### config.mk
export PLATFORM = sky130hd
export DESIGN_NAME = dram_primary_port_access_sequencer
export DESIGN_NICKNAME = d
export VERILOG_FILES = /design/src/pkg/dram_seq_pkg.sv /design/src/hw/dram_primary_port_access_sequencer.sv
export SDC_FILE = /design/constraint.sdc
export NUM_CORES = 1
export LEC_CHECK = 0
export ABC_AREA = 1
export BUFFER_PORTS_ARGS = -buffer_cell sky130_fd_sc_hd__buf_2
export CAP_MARGIN = 20
export CORE_MARGIN = 10
export CORE_UTILIZATION = 43
export DETAILED_ROUTE_END_ITERATION = 10
export PLACE_DENSITY = 0.62
export REMOVE_ABC_BUFFERS = 1
export SETUP_SLACK_MARGIN = 0.5
export SYNTH_ARGS = -nofsm -noshare
export SYNTH_HDL_FRONTEND = slang
export SYNTH_SLANG_ARGS = --single-unit
### constraint.sdc
create_clock -name clk_sys -period 2.1 [get_ports clk_sys]
set_input_delay 0.105 -clock clk_sys [delete_from_list [all_inputs] [get_ports clk_sys]]
set_output_delay 0.105 -clock clk_sys [all_outputs]
set_load 0.005 [all_outputs]
### src/pkg/dram_seq_pkg.sv
/*
 * Shared constants, types and state codes for the primary-port DRAM
 * access sequencer. Assumes one system clock for host, device and DRAM.
 */
package dram_seq_pkg;
    // ==========================================================
    // Address shape
    localparam int ADDR_W = 9;
    localparam int BANK_W = 2;
    localparam int CAS_N = 4;

    typedef struct packed {
        logic [BANK_W-1:0] bank;
        logic [ADDR_W-1:0] row;
        logic [ADDR_W-1:0] col;
    } dram_addr_t;

    // ==========================================================
    // Programming-time selections
    typedef struct packed {
        logic async_mode;   // 0 sync (latch strobe), 1 async (addr strobe)
        logic latch_en;     // 1 latch address, 0 transparent
        logic cas_extend;   // 1 column strobes follow extend inputs
        logic pipeline;     // Address pipelining
        logic [1:0] precharge; // Precharge timing bits
        logic ack_en;       // Acknowledge output enabled
        logic wait_en;      // Wait output enabled
    } cfg_t;

    localparam cfg_t CFG_RESET = '0;
    localparam logic MODE_SYNC = 1'b0;
    localparam logic MODE_ASYNC = 1'b1;

    // ==========================================================
    // Timing, in clock edges
    localparam logic [1:0] PRE_T00 = 2'h1;
    localparam logic [1:0] PRE_T01 = 2'h2;
    localparam logic [1:0] PRE_T10 = 2'h2;
    localparam logic [1:0] PRE_T11 = 2'h3;
    localparam int GNT_BIT = 0;     // Precharge bit choosing 1st/2nd edge
    localparam logic [1:0] GNT_FIRST = 2'h1;
    localparam logic [1:0] GNT_SECOND = 2'h2;

    // ==========================================================
    // Sequencer states
    typedef enum logic [2:0] {
        ST_IDLE = 3'b001,
        ST_ROW = 3'b010,
        ST_COL = 3'b100
    } seq_state_t;
endpackage

### src/hw/dram_primary_port_access_sequencer.sv
/*
 * Primary-port access sequencer: row/column strobes, acknowledge, wait,
 * address latches with column advance, and address pipelining.
 * Assumes all host inputs are synchronous to clk_sys and that refresh
 * and secondary-port arbitration live outside and report busy levels.
 */
`timescale 1ns/1ps
module dram_primary_port_access_sequencer #(
    parameter int COL_HOLD_CYC = 1
) (
    input wire logic clk_sys, // System clock
    input wire logic rst, // Async reset, active high
    input wire logic prog_load, // Programming pulse
    input wire dram_seq_pkg::cfg_t cfg_in, // Programming selections
    input wire logic latch_strobe, // Sync-mode start strobe
    input wire logic chip_select_n, // Chip select
    input wire logic address_strobe_n, // Async-mode start strobe
    input wire logic access_hold_request_n, // Hold request
    input wire logic [dram_seq_pkg::CAS_N-1:0] column_extend_inputs_n, // Extend
    input wire logic write_request_n, // Write request
    input wire logic column_advance, // Column increment
    input wire dram_seq_pkg::dram_addr_t addr_in, // Row, column, bank
    input wire logic refresh_busy, // Refresh in progress
    input wire logic secondary_port_grant, // Other port granted
    input wire logic refresh_request_n, // Refresh request from arbiter
    output logic row_strobe_n, // Row strobe
    output logic [dram_seq_pkg::CAS_N-1:0] column_strobe_n, // Column strobes
    output logic transfer_acknowledge_n, // Acknowledge
    output logic wait_n, // Wait
    output logic [dram_seq_pkg::ADDR_W-1:0] dram_addr, // Multiplexed address
    output logic [dram_seq_pkg::BANK_W-1:0] dram_bank, // Bank select
    output logic write_strobe_n // Write strobe or refresh request
);
    import dram_seq_pkg::*;

    initial begin
        if (COL_HOLD_CYC < 1 || COL_HOLD_CYC > 7) begin
            $error("COL_HOLD_CYC must be 1..7");
        end
    end

    // ==========================================================
    // Programming capture
    cfg_t cfg_r;

    always_ff @(posedge clk_sys or posedge rst) begin
        if (rst) begin
            cfg_r <= CFG_RESET;
        end else if (prog_load) begin
            cfg_r <= cfg_in;
        end
    end

    // ==========================================================
    // Start detection
    seq_state_t state_r, state_nxt;
    logic ale_prev_r, ads_prev_r, ads_armed_r, pend_r, pend_nxt;
    logic start_ev, launch, ready, pre_ok, access_hold_request_n_seen_r, access_end;
    logic ads_fall;

    assign ads_fall = ~address_strobe_n & ads_prev_r;

    always_comb begin
        if (cfg_r.async_mode == MODE_ASYNC) begin
            start_ev = ~address_strobe_n & ads_armed_r & ~chip_select_n;
        end else begin
            start_ev = latch_strobe & ~ale_prev_r & ~chip_select_n;
        end
    end

    always_ff @(posedge clk_sys or posedge rst) begin
        if (rst) begin
            ale_prev_r <= 1'b0;
            ads_prev_r <= 1'b1;
        end else begin
            ale_prev_r <= latch_strobe;
            ads_prev_r <= address_strobe_n;
        end
    end

    // Strobe must go high again before it can start another access
    always_ff @(posedge clk_sys or posedge rst) begin
        if (rst) begin
            ads_armed_r <= 1'b0;
        end else if (address_strobe_n) begin
            ads_armed_r <= 1'b1;
        end else if (start_ev) begin
            ads_armed_r <= 1'b0;
        end
    end

    // A start seen during an access waits here (pipelining)
    assign pend_nxt = (pend_r | start_ev) & ~launch;

    always_ff @(posedge clk_sys or posedge rst) begin
        if (rst) begin
            pend_r <= 1'b0;
        end else begin
            pend_r <= pend_nxt;
        end
    end

    // ==========================================================
    // Secondary grant and address latch timing
    logic [1:0] gnt_cnt_r;
    logic gnt_ok, gnt_pulse;

    assign gnt_ok = ~secondary_port_grant && gnt_cnt_r == 2'h0;
    assign gnt_pulse = ~secondary_port_grant && gnt_cnt_r == 2'h1;

    always_ff @(posedge clk_sys or posedge rst) begin
        if (rst) begin
            gnt_cnt_r <= 2'h0;
        end else if (secondary_port_grant) begin
            gnt_cnt_r <= cfg_r.precharge[GNT_BIT] ? GNT_SECOND : GNT_FIRST;
        end else if (gnt_cnt_r != 2'h0) begin
            gnt_cnt_r <= gnt_cnt_r - 2'h1;
        end
    end

    dram_addr_t addr_r, addr_cur;
    logic load_addr;

    always_comb begin
        if (!cfg_r.latch_en) begin
            load_addr = 1'b1;
        end else if (cfg_r.async_mode == MODE_ASYNC) begin
            load_addr = ads_fall | (address_strobe_n && state_r == ST_IDLE && !pend_r);
        end else begin
            load_addr = latch_strobe;
        end
        load_addr = load_addr | gnt_pulse;
        addr_cur = load_addr ? addr_in : addr_r;
    end

    always_ff @(posedge clk_sys or posedge rst) begin
        if (rst) begin
            addr_r <= '0;
        end else if (load_addr) begin
            addr_r <= addr_in;
        end else if (column_advance) begin
            addr_r.col <= addr_r.col + 1'b1;
        end
    end

    // ==========================================================
    // Precharge tracking
    logic [1:0] pre_cnt_r, pre_time;
    logic [BANK_W-1:0] bank_last_r;
    logic pre_all_r, rf_prev_r;

    always_comb begin
        case (cfg_r.precharge)
            2'h0: pre_time = PRE_T00;
            2'h1: pre_time = PRE_T01;
            2'h2: pre_time = PRE_T10;
            default: pre_time = PRE_T11;
        endcase
    end

    // Refresh touches every bank, so its precharge blocks all of them
    assign pre_ok = pre_cnt_r == 2'h0 || (!pre_all_r && addr_cur.bank != bank_last_r);

    always_ff @(posedge clk_sys or posedge rst) begin
        if (rst) begin
            pre_cnt_r <= 2'h0;
            pre_all_r <= 1'b0;
            rf_prev_r <= 1'b0;
            bank_last_r <= '0;
        end else begin
            rf_prev_r <= refresh_busy;
            if (launch) begin
                bank_last_r <= addr_cur.bank;
            end
            if (rf_prev_r && !refresh_busy) begin
                pre_cnt_r <= pre_time;
                pre_all_r <= 1'b1;
            end else if (access_end) begin
                pre_cnt_r <= pre_time;
                pre_all_r <= 1'b0;
            end else if (pre_cnt_r != 2'h0) begin
                pre_cnt_r <= pre_cnt_r - 2'h1;
            end
        end
    end

    // ==========================================================
    // Access sequencer
    logic [2:0] hold_cnt_r;
    logic hold_done;

    assign ready = ~refresh_busy & ~rf_prev_r & gnt_ok & pre_ok;
    assign launch = (start_ev | pend_r) && state_r == ST_IDLE && ready;
    assign access_end = state_r == ST_COL && access_hold_request_n_seen_r && access_hold_request_n;
    assign hold_done = hold_cnt_r >= 3'(COL_HOLD_CYC);

    always_comb begin
        state_nxt = state_r;
        case (state_r)
            ST_IDLE: begin
                if (launch) begin
                    state_nxt = ST_ROW;
                end
            end
            ST_ROW: state_nxt = ST_COL;
            ST_COL: begin
                if (access_end) begin
                    state_nxt = ST_IDLE;
                end
            end
            default: state_nxt = ST_IDLE;
        endcase
    end

    always_ff @(posedge clk_sys or posedge rst) begin
        if (rst) begin
            state_r <= ST_IDLE;
        end else begin
            state_r <= state_nxt;
        end
    end

    // Hold request is honoured only once the host has actually raised it
    always_ff @(posedge clk_sys or posedge rst) begin
        if (rst) begin
            access_hold_request_n_seen_r <= 1'b0;
        end else if (state_nxt == ST_IDLE) begin
            access_hold_request_n_seen_r <= 1'b0;
        end else if (!access_hold_request_n) begin
            access_hold_request_n_seen_r <= 1'b1;
        end
    end

    always_ff @(posedge clk_sys or posedge rst) begin
        if (rst) begin
            hold_cnt_r <= 3'h0;
        end else if (state_nxt != ST_COL) begin
            hold_cnt_r <= 3'h0;
        end else if (!hold_done) begin
            hold_cnt_r <= hold_cnt_r + 3'h1;
        end
    end

    // ==========================================================
    // Strobe outputs
    always_ff @(posedge clk_sys or posedge rst) begin
        if (rst) begin
            row_strobe_n <= 1'b1;
            transfer_acknowledge_n <= 1'b1;
            wait_n <= 1'b1;
        end else begin
            row_strobe_n <= state_nxt == ST_IDLE;
            transfer_acknowledge_n <= !(cfg_r.ack_en && state_nxt == ST_COL);
            wait_n <= !(cfg_r.wait_en && pend_nxt);
        end
    end

    // Extended strobes release lane by lane and never re-assert late
    always_ff @(posedge clk_sys or posedge rst) begin
        if (rst) begin
            column_strobe_n <= '1;
        end else if (state_nxt == ST_COL) begin
            column_strobe_n <= cfg_r.cas_extend ? column_extend_inputs_n : '0;
        end else if (cfg_r.cas_extend) begin
            column_strobe_n <= column_strobe_n | column_extend_inputs_n;
        end else begin
            column_strobe_n <= '1;
        end
    end

    // ==========================================================
    // Address and write outputs
    always_ff @(posedge clk_sys or posedge rst) begin
        if (rst) begin
            dram_addr <= '0;
            dram_bank <= '0;
        end else begin
            dram_bank <= addr_cur.bank;
            if (state_nxt == ST_COL && !(cfg_r.pipeline && state_r == ST_COL && hold_done)) begin
                dram_addr <= addr_cur.col;
            end else begin
                dram_addr <= addr_cur.row;
            end
        end
    end

    always_ff @(posedge clk_sys or posedge rst) begin
        if (rst) begin
            write_strobe_n <= 1'b1;
        end else begin
            write_strobe_n <= cfg_r.pipeline ? refresh_request_n : write_request_n;
        end
    end

    // ==========================================================
    // Assertions
    a_start_row: assert property (@(posedge clk_sys) disable iff (rst)
        (state_r == ST_IDLE && start_ev && ready) |=> !row_strobe_n)
        else $error("row strobe missed a ready start");
    a_busy_delay: assert property (@(posedge clk_sys) disable iff (rst)
        (state_r == ST_IDLE && (refresh_busy || secondary_port_grant)) |=> row_strobe_n)
        else $error("row strobe asserted while busy");
    a_end_release: assert property (@(posedge clk_sys) disable iff (rst)
        (state_r == ST_COL && access_hold_request_n_seen_r && access_hold_request_n)
        |=> row_strobe_n && transfer_acknowledge_n)
        else $error("access did not end on hold release");
    a_ack_span: assert property (@(posedge clk_sys) disable iff (rst)
        (cfg_r.ack_en && $rose(row_strobe_n == 1'b0)) |=> !transfer_acknowledge_n)
        else $error("acknowledge not one cycle after row strobe");
    a_rearm_ads: assert property (@(posedge clk_sys) disable iff (rst)
        (cfg_r.async_mode && state_r == ST_IDLE && !ads_armed_r && !pend_r)
        |=> row_strobe_n)
        else $error("access started without strobe rearm");
    a_cas_follow: assert property (@(posedge clk_sys) disable iff (rst)
        (!cfg_r.cas_extend && $rose(row_strobe_n)) |-> &column_strobe_n)
        else $error("column strobe outlived row strobe");
    a_cas_extend: assert property (@(posedge clk_sys) disable iff (rst)
        (cfg_r.cas_extend && state_r == ST_IDLE && !launch && !prog_load)
        |=> column_strobe_n == ($past(column_strobe_n) | $past(column_extend_inputs_n)))
        else $error("extended column strobe misbehaved");
    a_col_wrap: assert property (@(posedge clk_sys) disable iff (rst)
        (!load_addr && column_advance)
        |=> addr_r.col == ADDR_W'($past(addr_r.col) + 1'b1))
        else $error("column advance did not increment");
    a_latch_hold: assert property (@(posedge clk_sys) disable iff (rst)
        (cfg_r.latch_en && !cfg_r.async_mode && !latch_strobe && !column_advance
         && !gnt_pulse && !prog_load) |=> $stable(addr_r))
        else $error("closed latch changed");
    a_pre_refresh: assert property (@(posedge clk_sys) disable iff (rst)
        (state_r == ST_IDLE && pre_all_r && pre_cnt_r != 2'h0) |=> row_strobe_n)
        else $error("precharge after refresh violated");
    a_wstrobe_mux: assert property (@(posedge clk_sys) disable iff (rst)
        (cfg_r.pipeline && !prog_load) |=> write_strobe_n == $past(refresh_request_n))
        else $error("write strobe not refresh request");
    a_cfg_stable: assert property (@(posedge clk_sys) disable iff (rst)
        !prog_load |=> $stable(cfg_r))
        else $error("programming changed without load");
    a_wait_start: assert property (@(posedge clk_sys) disable iff (rst)
        (cfg_r.wait_en && start_ev && !launch) |=> !wait_n)
        else $error("wait not asserted on start");

    c_sync_access: cover property (@(posedge clk_sys) disable iff (rst)
        !cfg_r.async_mode && launch ##[1:20] access_end);
    c_async_access: cover property (@(posedge clk_sys) disable iff (rst)
        cfg_r.async_mode && launch ##[1:20] access_end);
    c_pipelined: cover property (@(posedge clk_sys) disable iff (rst)
        cfg_r.pipeline && state_r == ST_COL && pend_r);
    c_cas_extend: cover property (@(posedge clk_sys) disable iff (rst)
        cfg_r.cas_extend && row_strobe_n && !(&column_strobe_n));
endmodule // dram_primary_port_access_sequencer

Yosys cells after proc, flatten, opt, wreduce, memory -nomap -nowiden:

Cells that the tools add are included.

* $lt $le $gt $ge: 1
* equal/unequal tests: 12
* reductions and logical operators: 33
* bitwise logic cells: 20
* $add $sub $neg: 4
* mux-type cells: 29

Operator list (number)
* 2-to-1 mux 9 bit: 3
* 2-to-1 mux 20 bit: 1
* logical AND 1 bit: 15
* 2-to-1 mux 2 bit: 6
* 2-to-1 mux 3 bit: 4
* 2-to-1 mux 4 bit: 3
* nonzero test 2 bit: 6
* 2-to-1 mux 1 bit: 10
* adder 9 x 1 -> 9 bit, second input constant: 1
* AND 1 bit: 9
* case mux 3 bit (3 select lines): 1
* inverter 1 bit: 7
* == test 3 x 1 -> 1 bit, second input constant: 2
* == test 3 bit, second input constant: 2
* logical NOT 1 bit: 6
* logical NOT 2 bit: 3
* == test 2 x 1 -> 1 bit, second input constant: 2
* != test 2 x 1 -> 1 bit, second input constant: 2
* OR 4 bit: 1
* case mux 2 bit (2 select lines): 1
* subtractor 2 x 1 -> 2 bit, second input constant: 2
* adder 3 x 1 -> 3 bit, second input constant: 1
* == test 3 x 2 -> 1 bit, second input constant: 1
* greater-or-equal comparator 3 x 1 -> 1 bit, second input constant: 1
* other kinds (7): 9

* input port bits: 44
* output and inout bits: 19
* word-level logic and storage cells: 128
* bits in registers: 66

Longest topological paths before layout:

Gate-level depths: netlist of run 1.

* depth in word-level cells: 18
* gate-level depth with buffers: 15
* mapped depth without buffers: 15

Worst setup path after synthesis of run 1:

Ideal clock, no wire load.

* path type: reg2reg
* from: register gnt_cnt_r[0]
* to: register access_hold_request_n_seen_r
* cell stages (with the launch flop): 15
* setup time: 0.118 ns
* arrival time: 1.484 ns
* slack: 0.498 ns
* data required time: 1.982 ns
* period minus slack after synthesis: 1.602 ns
* path buffers: 0
* cells stage by stage: dfrtp_1 -> ha_1 -> nand2_1 -> and3_4 -> nand2_4 -> nand2_2 -> nand3_1 -> nand2_1 -> nand2_1 -> nand2_1 -> nand2_2 -> nand2_4 -> nand2_2 -> nand2_2 -> nor2_2

* longest elaborated chain between the ends: 13
* elaborated cells between the ends (all ways): 17
* classes of those cells: eq/ne: 4; mux: 4; bitwise: 3; reduce/logical: 6

Ends and longest elaborated chain
* start: declaration: RTL line dram_primary_port_access_sequencer.sv:105 `logic [1:0] gnt_cnt_r;`
* start signal: assignment: RTL line dram_primary_port_access_sequencer.sv:115 `gnt_cnt_r <= cfg_r.precharge[GNT_BIT] ? GNT_SECOND : GNT_FIRST;`
* start signal: assignment: RTL line dram_primary_port_access_sequencer.sv:117 `gnt_cnt_r <= gnt_cnt_r - 2'h1;`
* == test 2 x 1 -> 1 bit: RTL line dram_primary_port_access_sequencer.sv:109 `assign gnt_pulse = ~secondary_port_grant && gnt_cnt_r == 2'h1;`
* logical AND 1 bit: RTL line dram_primary_port_access_sequencer.sv:109
* OR 1 bit: RTL line dram_primary_port_access_sequencer.sv:132 `load_addr = load_addr | gnt_pulse;`
* 2-to-1 mux 20 bit: RTL line dram_primary_port_access_sequencer.sv:133 `addr_cur = load_addr ? addr_in : addr_r;`
* != test 2 bit: RTL line dram_primary_port_access_sequencer.sv:162 `assign pre_ok = pre_cnt_r == 2'h0 || (!pre_all_r && addr_cur.bank != bank_last_r);`
* logical AND 1 bit: RTL line dram_primary_port_access_sequencer.sv:162
* logical OR 1 bit: RTL line dram_primary_port_access_sequencer.sv:162
* AND 1 bit *: RTL line dram_primary_port_access_sequencer.sv:192 `assign ready = ~refresh_busy & ~rf_prev_r & gnt_ok & pre_ok;`
* logical AND 1 bit *: RTL line dram_primary_port_access_sequencer.sv:193 `assign launch = (start_ev | pend_r) && state_r == ST_IDLE && ready;`
* 2-to-1 mux 3 bit *: RTL line dram_primary_port_access_sequencer.sv:201 `if (launch) begin`
* case mux 3 bit (3 select lines) *: RTL line dram_primary_port_access_sequencer.sv:199 `case (state_r)`
* net state_nxt[0]: RTL line dram_primary_port_access_sequencer.sv:56 `seq_state_t state_r, state_nxt;`
* == test 3 x 1 -> 1 bit *: RTL line dram_primary_port_access_sequencer.sv:227 `end else if (state_nxt == ST_IDLE) begin`
* != test 2 x 1 -> 1 bit (no line) or 2-to-1 mux 1 bit (tied branches)
* end signal: assignment: RTL line dram_primary_port_access_sequencer.sv:226 `access_hold_request_n_seen_r <= 1'b0;`
* end signal: assignment: RTL line dram_primary_port_access_sequencer.sv:228 `access_hold_request_n_seen_r <= 1'b0;`
* end signal: assignment: RTL line dram_primary_port_access_sequencer.sv:230 `access_hold_request_n_seen_r <= 1'b1;`
* end: declaration: RTL line dram_primary_port_access_sequencer.sv:58 `logic start_ev, launch, ready, pre_ok, access_hold_request_n_seen_r, access_end;`

The timed path passes the listed nets; every way through them passes the cells marked *.
A chain may end at the register's enable or synchronous reset.

Worst setup path in the final report of run 1:

Ends and elaborated chain as after synthesis.

==> results of run 1 <==
[flip-flops by register name, summed over array words and instances (netlist names), 2 cells and up]
| register | flops |
|---|---|
| dram_bank | 2 |
| hold_cnt_r | 3 |
| cfg_r | 8 |
| state_r | 3 |
| gnt_cnt_r | 2 |
| pre_cnt_r | 2 |
| bank_last_r | 2 |
| column_strobe_n | 4 |
| dram_addr | 9 |
| addr_r | 20 |
[cell usage after synthesis (2+ instances only)]
library cell	count	share of area, %
sky130_fd_sc_hd__a21o_1	2	0.49
sky130_fd_sc_hd__a21oi_1	11	1.8
sky130_fd_sc_hd__a31oi_1	12	2.5
sky130_fd_sc_hd__buf_2	2	0.33
sky130_fd_sc_hd__buf_6	3	1.1
sky130_fd_sc_hd__dfrtp_1	56	46
sky130_fd_sc_hd__dfstp_2	10	8.6
sky130_fd_sc_hd__ha_1	7	2.9
sky130_fd_sc_hd__inv_1	43	5.3
sky130_fd_sc_hd__inv_2	4	0.49
sky130_fd_sc_hd__mux2_2	3	1.1
sky130_fd_sc_hd__nand2_1	86	11
sky130_fd_sc_hd__nand2_2	8	1.6
sky130_fd_sc_hd__nand2_4	2	0.74
sky130_fd_sc_hd__nand3_1	16	2.6
sky130_fd_sc_hd__nand3b_1	2	0.49
sky130_fd_sc_hd__nor2_1	28	3.5
sky130_fd_sc_hd__nor2_2	2	0.41
sky130_fd_sc_hd__nor3_1	3	0.49
sky130_fd_sc_hd__o21ai_0	30	4.9
sky130_fd_sc_hd__o21ai_1	4	0.66
sky130_fd_sc_hd__xnor2_1	2	0.58
[tightest hold or removal path: cells and delay by family]
family,cells,cell delay [ns]
buffers and inverters,1,0.08
and+or+nand+nor,2,0.12
[layer usage]
metal / part of all wire (%) / up-vias / track usage (%)
met5: 0 / - / 0
met4: 2.3 / 0 / 6.461
met3: 4.8 / 15 / 3.841
met2: 49 / 63 / 21.76
met1: 44 / 1258 / 17.35
li1: - / 1349 / -
[kinds of logic after synthesis]
family	after synthesis
fa+ha+maj	7
mux	3
buf+inv	54
flops	66
simple gates	152
compound gates	63
xor+xnor	2
[power by group through the flow]
stage	clock, uW	combinational (uW)	sequential (uW)
after CTS	1060	1090	1630
final	1040	1260	1640
after global placement	0	784	1640
after detailed placement	0	803	1650
after floorplan	0	558	1630
after global routing	1120	1390	1670
[worst max path at each step]
| stage | start | endpoint | depth (start not counted) |
|---|---|---|---|
| global route | gnt_cnt_r[0] | access_hold_request_n_seen_r | 14 |
| detailed placement | gnt_cnt_r[0] | access_hold_request_n_seen_r | 14 |
| global placement | gnt_cnt_r[0] | access_hold_request_n_seen_r | 14 |
| finish | gnt_cnt_r[0] | access_hold_request_n_seen_r | 14 |
| CTS | gnt_cnt_r[0] | access_hold_request_n_seen_r | 14 |
| floorplan | rst | access_hold_request_n_seen_r | 1 |
[final cells by class]
| class | instances | area (um2) | area share (%) |
|---|---|---|---|
| Sequential cell | 66 | 1664 | 36.66 |
| Multi-Input combinational cell | 229 | 1505 | 33.16 |
| Timing Repair Buffer | 106 | 844.6 | 18.61 |
| Inverter | 47 | 188.9 | 4.162 |
| Clock buffer | 13 | 148.9 | 3.280 |
| Tap cell | 96 | 120.1 | 2.646 |
| Clock inverter | 3 | 40.04 | 0.8820 |
| Timing Repair inverter | 2 | 27.53 | 0.6064 |
[metrics by stage]
stage	instances	power (uW)	setup slack [ns]	cell area, um2
5_1_grt	562	4185	0.1784	4539
3_5_place_dp	501	2450	0.2969	3455
2_1_floorplan	340	2191	0.3567	2989
4_1_cts	558	3781	0.3266	4283
6_report	562	3932	0.2715	4539
3_3_place_gp	501	2427	0.3168	3455
[timing repair]
item / in CTS / in global routing
gates resized for setup: 61 / 58
cloned: 6 / 1
pin swaps: 15 / 29
endpoints found under the hold margin: 43 / 0
endpoints found under the setup margin: 26 / 35
setup buffers: 10 / 3
hold buffers: 25 / 0
==> impl_metrics.csv, run 1 <==
group,metric,value,unit
outcome,status,"finished, final reports clean",
critical_path,worst_ep_required_time,2.33,ns
grt,via_count_of_the_first_global_routing_pass,2650,
power,power.ir.vdd_worst,0.0004481,V
sta,tightestPinTransition,0.4971,ns
critical_path,path_cells,"ha_4, nand2_2, and3_4, nand2_8, nand2_4, nand3_2, nand2_1, nand2_1, nand2_1, nand2_2, nand2_4, nand2_2, nand2_2, nor2_2",
sta,max_slew_margin,66.81,%
floorplanning,floorplan.initialDensity,44.56,%
sta,holdWs,0.01543,ns
clock_tree,cts_root_buffer,"sky130_fd_sc_hd__clkbuf_8",
power,power.static_leakage,0.002253,uW
sta,report.final.setup_viol,0,
clock_tree,h-tree-depth,3,
critical_path,worst_path_most_repeated_cell,"sky130_fd_sc_hd__nand2_2",
critical_path,rr_startpoint,"gnt_cnt_r[0]",
placed_design,io_buffers,62,
route,drtIter0Drc,68,
clock_tree,clock_insertion_delay_worst_skew,0.34,ns
layout,fill_cells,549,
floorplanning,die_height,104.1,um
sta,setup_skew,0.01095,ns
route,drc_errors,0,
floorplanning,pin_count,63,
clock_tree,clkSinkCount,66,
synthesis,share_of_synthesized_cell_area_in_full_adder_half_adder_and_majority_cells,2.877,%
layout,diodes,0,
critical_path,r2r_cells,14,
hold_path,hold_path.startpoint,"addr_in[13]",
layout,final_nets,512,
sta,min_period_over_period,87.07,%
critical_path,worst_ep_arrival_time,2.05,ns
synthesis,synth-seq-area-share,54.67,%
floorplanning,core_ar,6832,um2
route,finalWirelength,7866,um
flow_run,max_cap_viol_count,0,
route,viasPerCell,4.778,
grt,largest_net_degree_at_the_start_of_global_routing,34,
sta,final_hold_viol_count,0,
critical_path,reg2reg_setup_slack,0.27,ns
critical_path,path_buf_inv,0,
critical_path,crit_path_max_incr_delay,0.43,ns
critical_path,type_of_the_worst_setup_path,"register to register",
synthesis,postSynthRegisterBits,66,
clock_tree,cts-root-to-sink-buffers,2,
power,power.internal,2664,uW
power,combinational_share_of_power,31.9,%
hold_path,number_of_cells_on_the_worst_hold_path,3,
synthesis,synth_edf_count,0,
clock_tree,cts.clk_slew.worst_paths,0.07,ns
synthesis,avgSynthCellArea,8.773,um2
synthesis,synthSimpleGateAreaFrac,21.78,%
power,netSwitchingFraction,32.25,%
grt,track_usage,13.90,%
grt,initial_antenna_violation_count,0,
critical_path,crit_slowest_cell,"sky130_fd_sc_hd__dfrtp_1",
placed_design,globalplace.congestion,0.7323,
critical_path,critPathTopFamily,"simple AND/OR/NAND/NOR gates",
route,vias,2685,
clock_tree,cts_made_buffers,9,
layout,final_common_cell,"sky130_fd_sc_hd__buf_2",
synthesis,synth.mux.area_fraction,1.110,%
grt,first_pass_grt_wire_length,12500,um
critical_path,cp-start-kind,"register",
power,pwr_density_cell,866.3,nW/um2
placed_design,dpl.hpwl,4736,um
floorplanning,die_area,10850,um2
layout,utilization,66.45,%
synthesis,netlist_instances,347,
route,routed_wire_length_per_instance,14.00,um
hold_path,worst_hold_path_type,"input pin to register",
power,clockPowerShare,26.3,%
synthesis,yosys_most_used_dff,"sky130_fd_sc_hd__dfrtp_1",
sta,report.final.slew_viol_count,0,
sta,grt_setup_unrepaired,"yes",
synthesis,asyncSetResetFlopFracSynth,100.0,%
layout,area_growth_syn_to_layout,49.12,%
route,first_pass_iters,4,
hold_path,worstHoldEndpoint,"addr_r[13]",
floorplanning,die_w,104.1,um
critical_path,r2r_end,"access_hold_request_n_seen_r",
layout,mostFrequentLayoutCells,"62 x sky130_fd_sc_hd__buf_2, 56 x sky130_fd_sc_hd__dfrtp_1, 52 x sky130_fd_sc_hd__nand2_1, 41 x sky130_fd_sc_hd__inv_1, 25 x sky130_fd_sc_hd__dlygate4sd3_1",
grt,final_global_route_overflow_total,0,
synthesis,yosysWarningCount,0,
synthesis,synth_compound_area_share,11.39,%
layout,layout-drive-gt1-share,40.99,%
sta,totalNegativeSetupSlack,0,ns
critical_path,cp-end-kind,"register",
route,final_antenna_violating_net_count,0,
sta,post-route-min-period,1.828,ns
synthesis,yosysUniqueCellTypes,33,
power,power_frac_seq,41.7,%
clock_tree,clock_tree_from_tritoncts,"built",
power,netsw,1268,uW
floorplanning,rows,30,
critical_path,worst-path-max-fanout,7,
synthesis,post_synthesis_share_of_cell_area_spent_on_xor_and_xnor_gates,0.5754,%
synthesis,dominant_combinational_cell_family_by_area_after_synthesis,"simple AND/OR/NAND/NOR gates",
sta,max_clock_freq,0.5469,GHz
synthesis,post_synthesis_cell_area,3044,um2
No activity file was read; power rests on OpenSTA's default activity.
==> inputs of run 2 (changes only) <==
--- a/config.mk
+++ b/config.mk
@@ -11,6 +11,7 @@
 export CORE_MARGIN = 10
 export CORE_UTILIZATION = 43
 export DETAILED_ROUTE_END_ITERATION = 10
+export GPL_TIMING_DRIVEN = 0
 export PLACE_DENSITY = 0.62
 export REMOVE_ABC_BUFFERS = 1
 export SETUP_SLACK_MARGIN = 0.5
==> impl_metrics.csv, run 2 (synthesis gave the netlist of run 1 again) <==
group,metric,value,unit
clock_tree,clock_insertion_delay_worst_skew,0.34,ns
floorplanning,pin_count,63,
placed_design,globalplace.congestion,0.7466,
layout,multi_input_combinational_cell_area,1349,um2
layout,fill_cells,585,
hold_path,worst_hold_path_type,"input pin to register",
clock_tree,cts.clk_slew.worst_paths,0.07,ns
floorplanning,die_height,104.1,um
critical_path,critPathTopFamily,"simple AND/OR/NAND/NOR gates",
route,viasPerCell,4.699,
sta,setup_skew,0.009896,ns
layout,largest_register_ff_count,20,
floorplanning,die_area,10850,um2
sta,final_hold_viol_count,0,
sta,totalNegativeSetupSlack,0,ns
layout,layout-drive-gt1-share,32.83,%
layout,regMostFlops,"addr_r",
route,drc_errors,0,
critical_path,path_cells,"inv_2, ha_4, nand2_2, and3_4, nand2_8, buf_4, or2_4, buf_4, nor2_2, a31oi_1",
route,first_pass_iters,6,
clock_tree,cts_made_buffers,9,
layout,area_growth_syn_to_layout,38.27,%
grt,via_count_of_the_first_global_routing_pass,2578,
clock_tree,clock_tree_from_tritoncts,"built",
layout,final_nets,509,
layout,utilization,61.61,%
layout,final_common_cell,"sky130_fd_sc_hd__nand2_1",
route,drtIter0Drc,78,
clock_tree,cts-root-to-sink-buffers,2,
critical_path,path_buf_inv,3,
critical_path,worst-path-max-fanout,7,
power,netSwitchingFraction,31.21,%
layout,mostFrequentLayoutCells,"81 x sky130_fd_sc_hd__nand2_1, 62 x sky130_fd_sc_hd__buf_2, 56 x sky130_fd_sc_hd__dfrtp_1, 41 x sky130_fd_sc_hd__inv_1, 26 x sky130_fd_sc_hd__dlygate4sd3_1",
critical_path,type_of_the_worst_setup_path,"register to register",
sta,tightestPinTransition,0.7832,ns
critical_path,worst_ep_required_time,2.32,ns
power,power.internal,2573,uW
power,power_frac_seq,43.6,%
critical_path,worst_path_most_repeated_cell,"sky130_fd_sc_hd__buf_4",
power,power.static_leakage,0.002121,uW
power,combinational_share_of_power,27.5,%
route,vias,2627,
clock_tree,h-tree-depth,3,
grt,grt_use_met2,20.81,%
outcome,status,"finished, final reports clean",
flow_run,max_cap_viol_count,0,
route,routed_wire_length_per_instance,13.01,um
power,netsw,1168,uW
clock_tree,clkSinkCount,66,
grt,global_route.usage.met1,16.85,%
grt,first_pass_grt_wire_length,12050,um
grt,grt-busiest-layer,"met2",
route,final_antenna_violating_net_count,0,
sta,report.final.setup_viol,0,
floorplanning,core_ar,6832,um2
critical_path,cp-start-kind,"register",
power,clockPowerShare,28.9,%
floorplanning,die_w,104.1,um
layout,largest_registers,"addr_r (20), dram_addr (9), cfg_r (8)",
placed_design,dpl.hpwl,4532,um
grt,groute.layer.met3.usage,4.895,%
sta,grt_setup_unrepaired,"yes",
critical_path,worst_ep_arrival_time,1.98,ns
critical_path,cp-end-kind,"register",
power,power.ir.vdd_worst,0.0004387,V
critical_path,rr_startpoint,"gnt_cnt_r[1]",
grt,final_global_route_overflow_total,0,
layout,diodes,0,
floorplanning,rows,30,
sta,holdWs,0.009768,ns
critical_path,critPathLaunch,"gnt_cnt_r[1]",
sta,min_period_over_period,83.76,%
power,pwr_density_cell,888.8,nW/um2
hold_path,hold_path.startpoint,"addr_in[13]",
sta,max_slew_margin,47.79,%
sta,post-route-min-period,1.759,ns
layout,area.sequential,1664,um2
clock_tree,cts_root_buffer,"sky130_fd_sc_hd__clkbuf_8",
placed_design,dpl.cell_count,498,
critical_path,crit_path_max_incr_delay,0.36,ns
placed_design,io_buffers,62,
grt,largest_net_degree_at_the_start_of_global_routing,67,
grt,track_usage,13.34,%
route,finalWirelength,7274,um
layout,stdcell_count,559,
grt,initial_antenna_violation_count,0,
sta,max_clock_freq,0.5685,GHz
critical_path,crit_slowest_cell,"sky130_fd_sc_hd__dfrtp_1",
floorplanning,floorplan.initialDensity,44.56,%
sta,report.final.slew_viol_count,0,
[run 2: per-stage QoR]
| stage | power (uW) | setup WS [ns] | instance area, um2 |
|---|---|---|---|
| floorplan | 2191 | 0.3567 | 2989 |
| global placement | 2413 | -0.5204 | 3420 |
| detailed placement | 2433 | 0.1314 | 3422 |
| CTS | 3693 | 0.3670 | 4096 |
| global route | 3993 | 0.2343 | 4209 |
| finish | 3741 | 0.3411 | 4209 |
[run 2: layer usage]
| layer | up-vias | wire, um |
|---|---|---|
| met5 | - | 0 |
| met1 | 1230 | 3367 |
| met4 | 0 | 83 |
| met2 | 46 | 3475 |
| li1 | 1342 | - |
| met3 | 9 | 348 |
[run 2: worst paths after layout]
path                                          end  slack, ns  depth (start not counted)
min in group asynchronous            dram_addr[7]       0.47                          3
hold reg to reg            transfer_acknowledge_n       0.41                          1
setup reg to reg                        addr_r[7]       0.34                         10
max in group asynchronous               addr_r[0]       1.12                          3
hold / removal                         addr_r[13]       0.01                          3
setup / recovery                        addr_r[7]       0.34                         10
[run 2: worst min-delay path: stages]
cell	delay, ns
sky130_fd_sc_hd__buf_2	0.09
sky130_fd_sc_hd__nand2_1	0.06
sky130_fd_sc_hd__nand2_1	0.06
[run 2: layout make-up]
type,instances,area share [%]
Sequential cell,66,39.54
Clock inverter,2,0.8323
Timing Repair Buffer,103,16.32
Clock buffer,14,3.864
Inverter,47,4.548
Multi-Input combinational cell,231,32.05
Tap cell,96,2.854
[run 2: repair_timing]
item,in CTS,in global routing
gates resized for setup,28,21
hold buffers,26,0
endpoints found under the hold margin,80,0
setup buffers,9,6
cloned,4,0
pin swaps,14,8
endpoints found under the setup margin,34,27
[run 2: power by group through the flow]
stage | Clock (uW) | Sequential [uW] | Combinational (uW)
after floorplan | 0 | 1630 | 558
after global placement | 0 | 1640 | 773
after detailed placement | 0 | 1650 | 788
after CTS | 1100 | 1630 | 964
after global routing | 1160 | 1660 | 1170
final | 1080 | 1630 | 1030
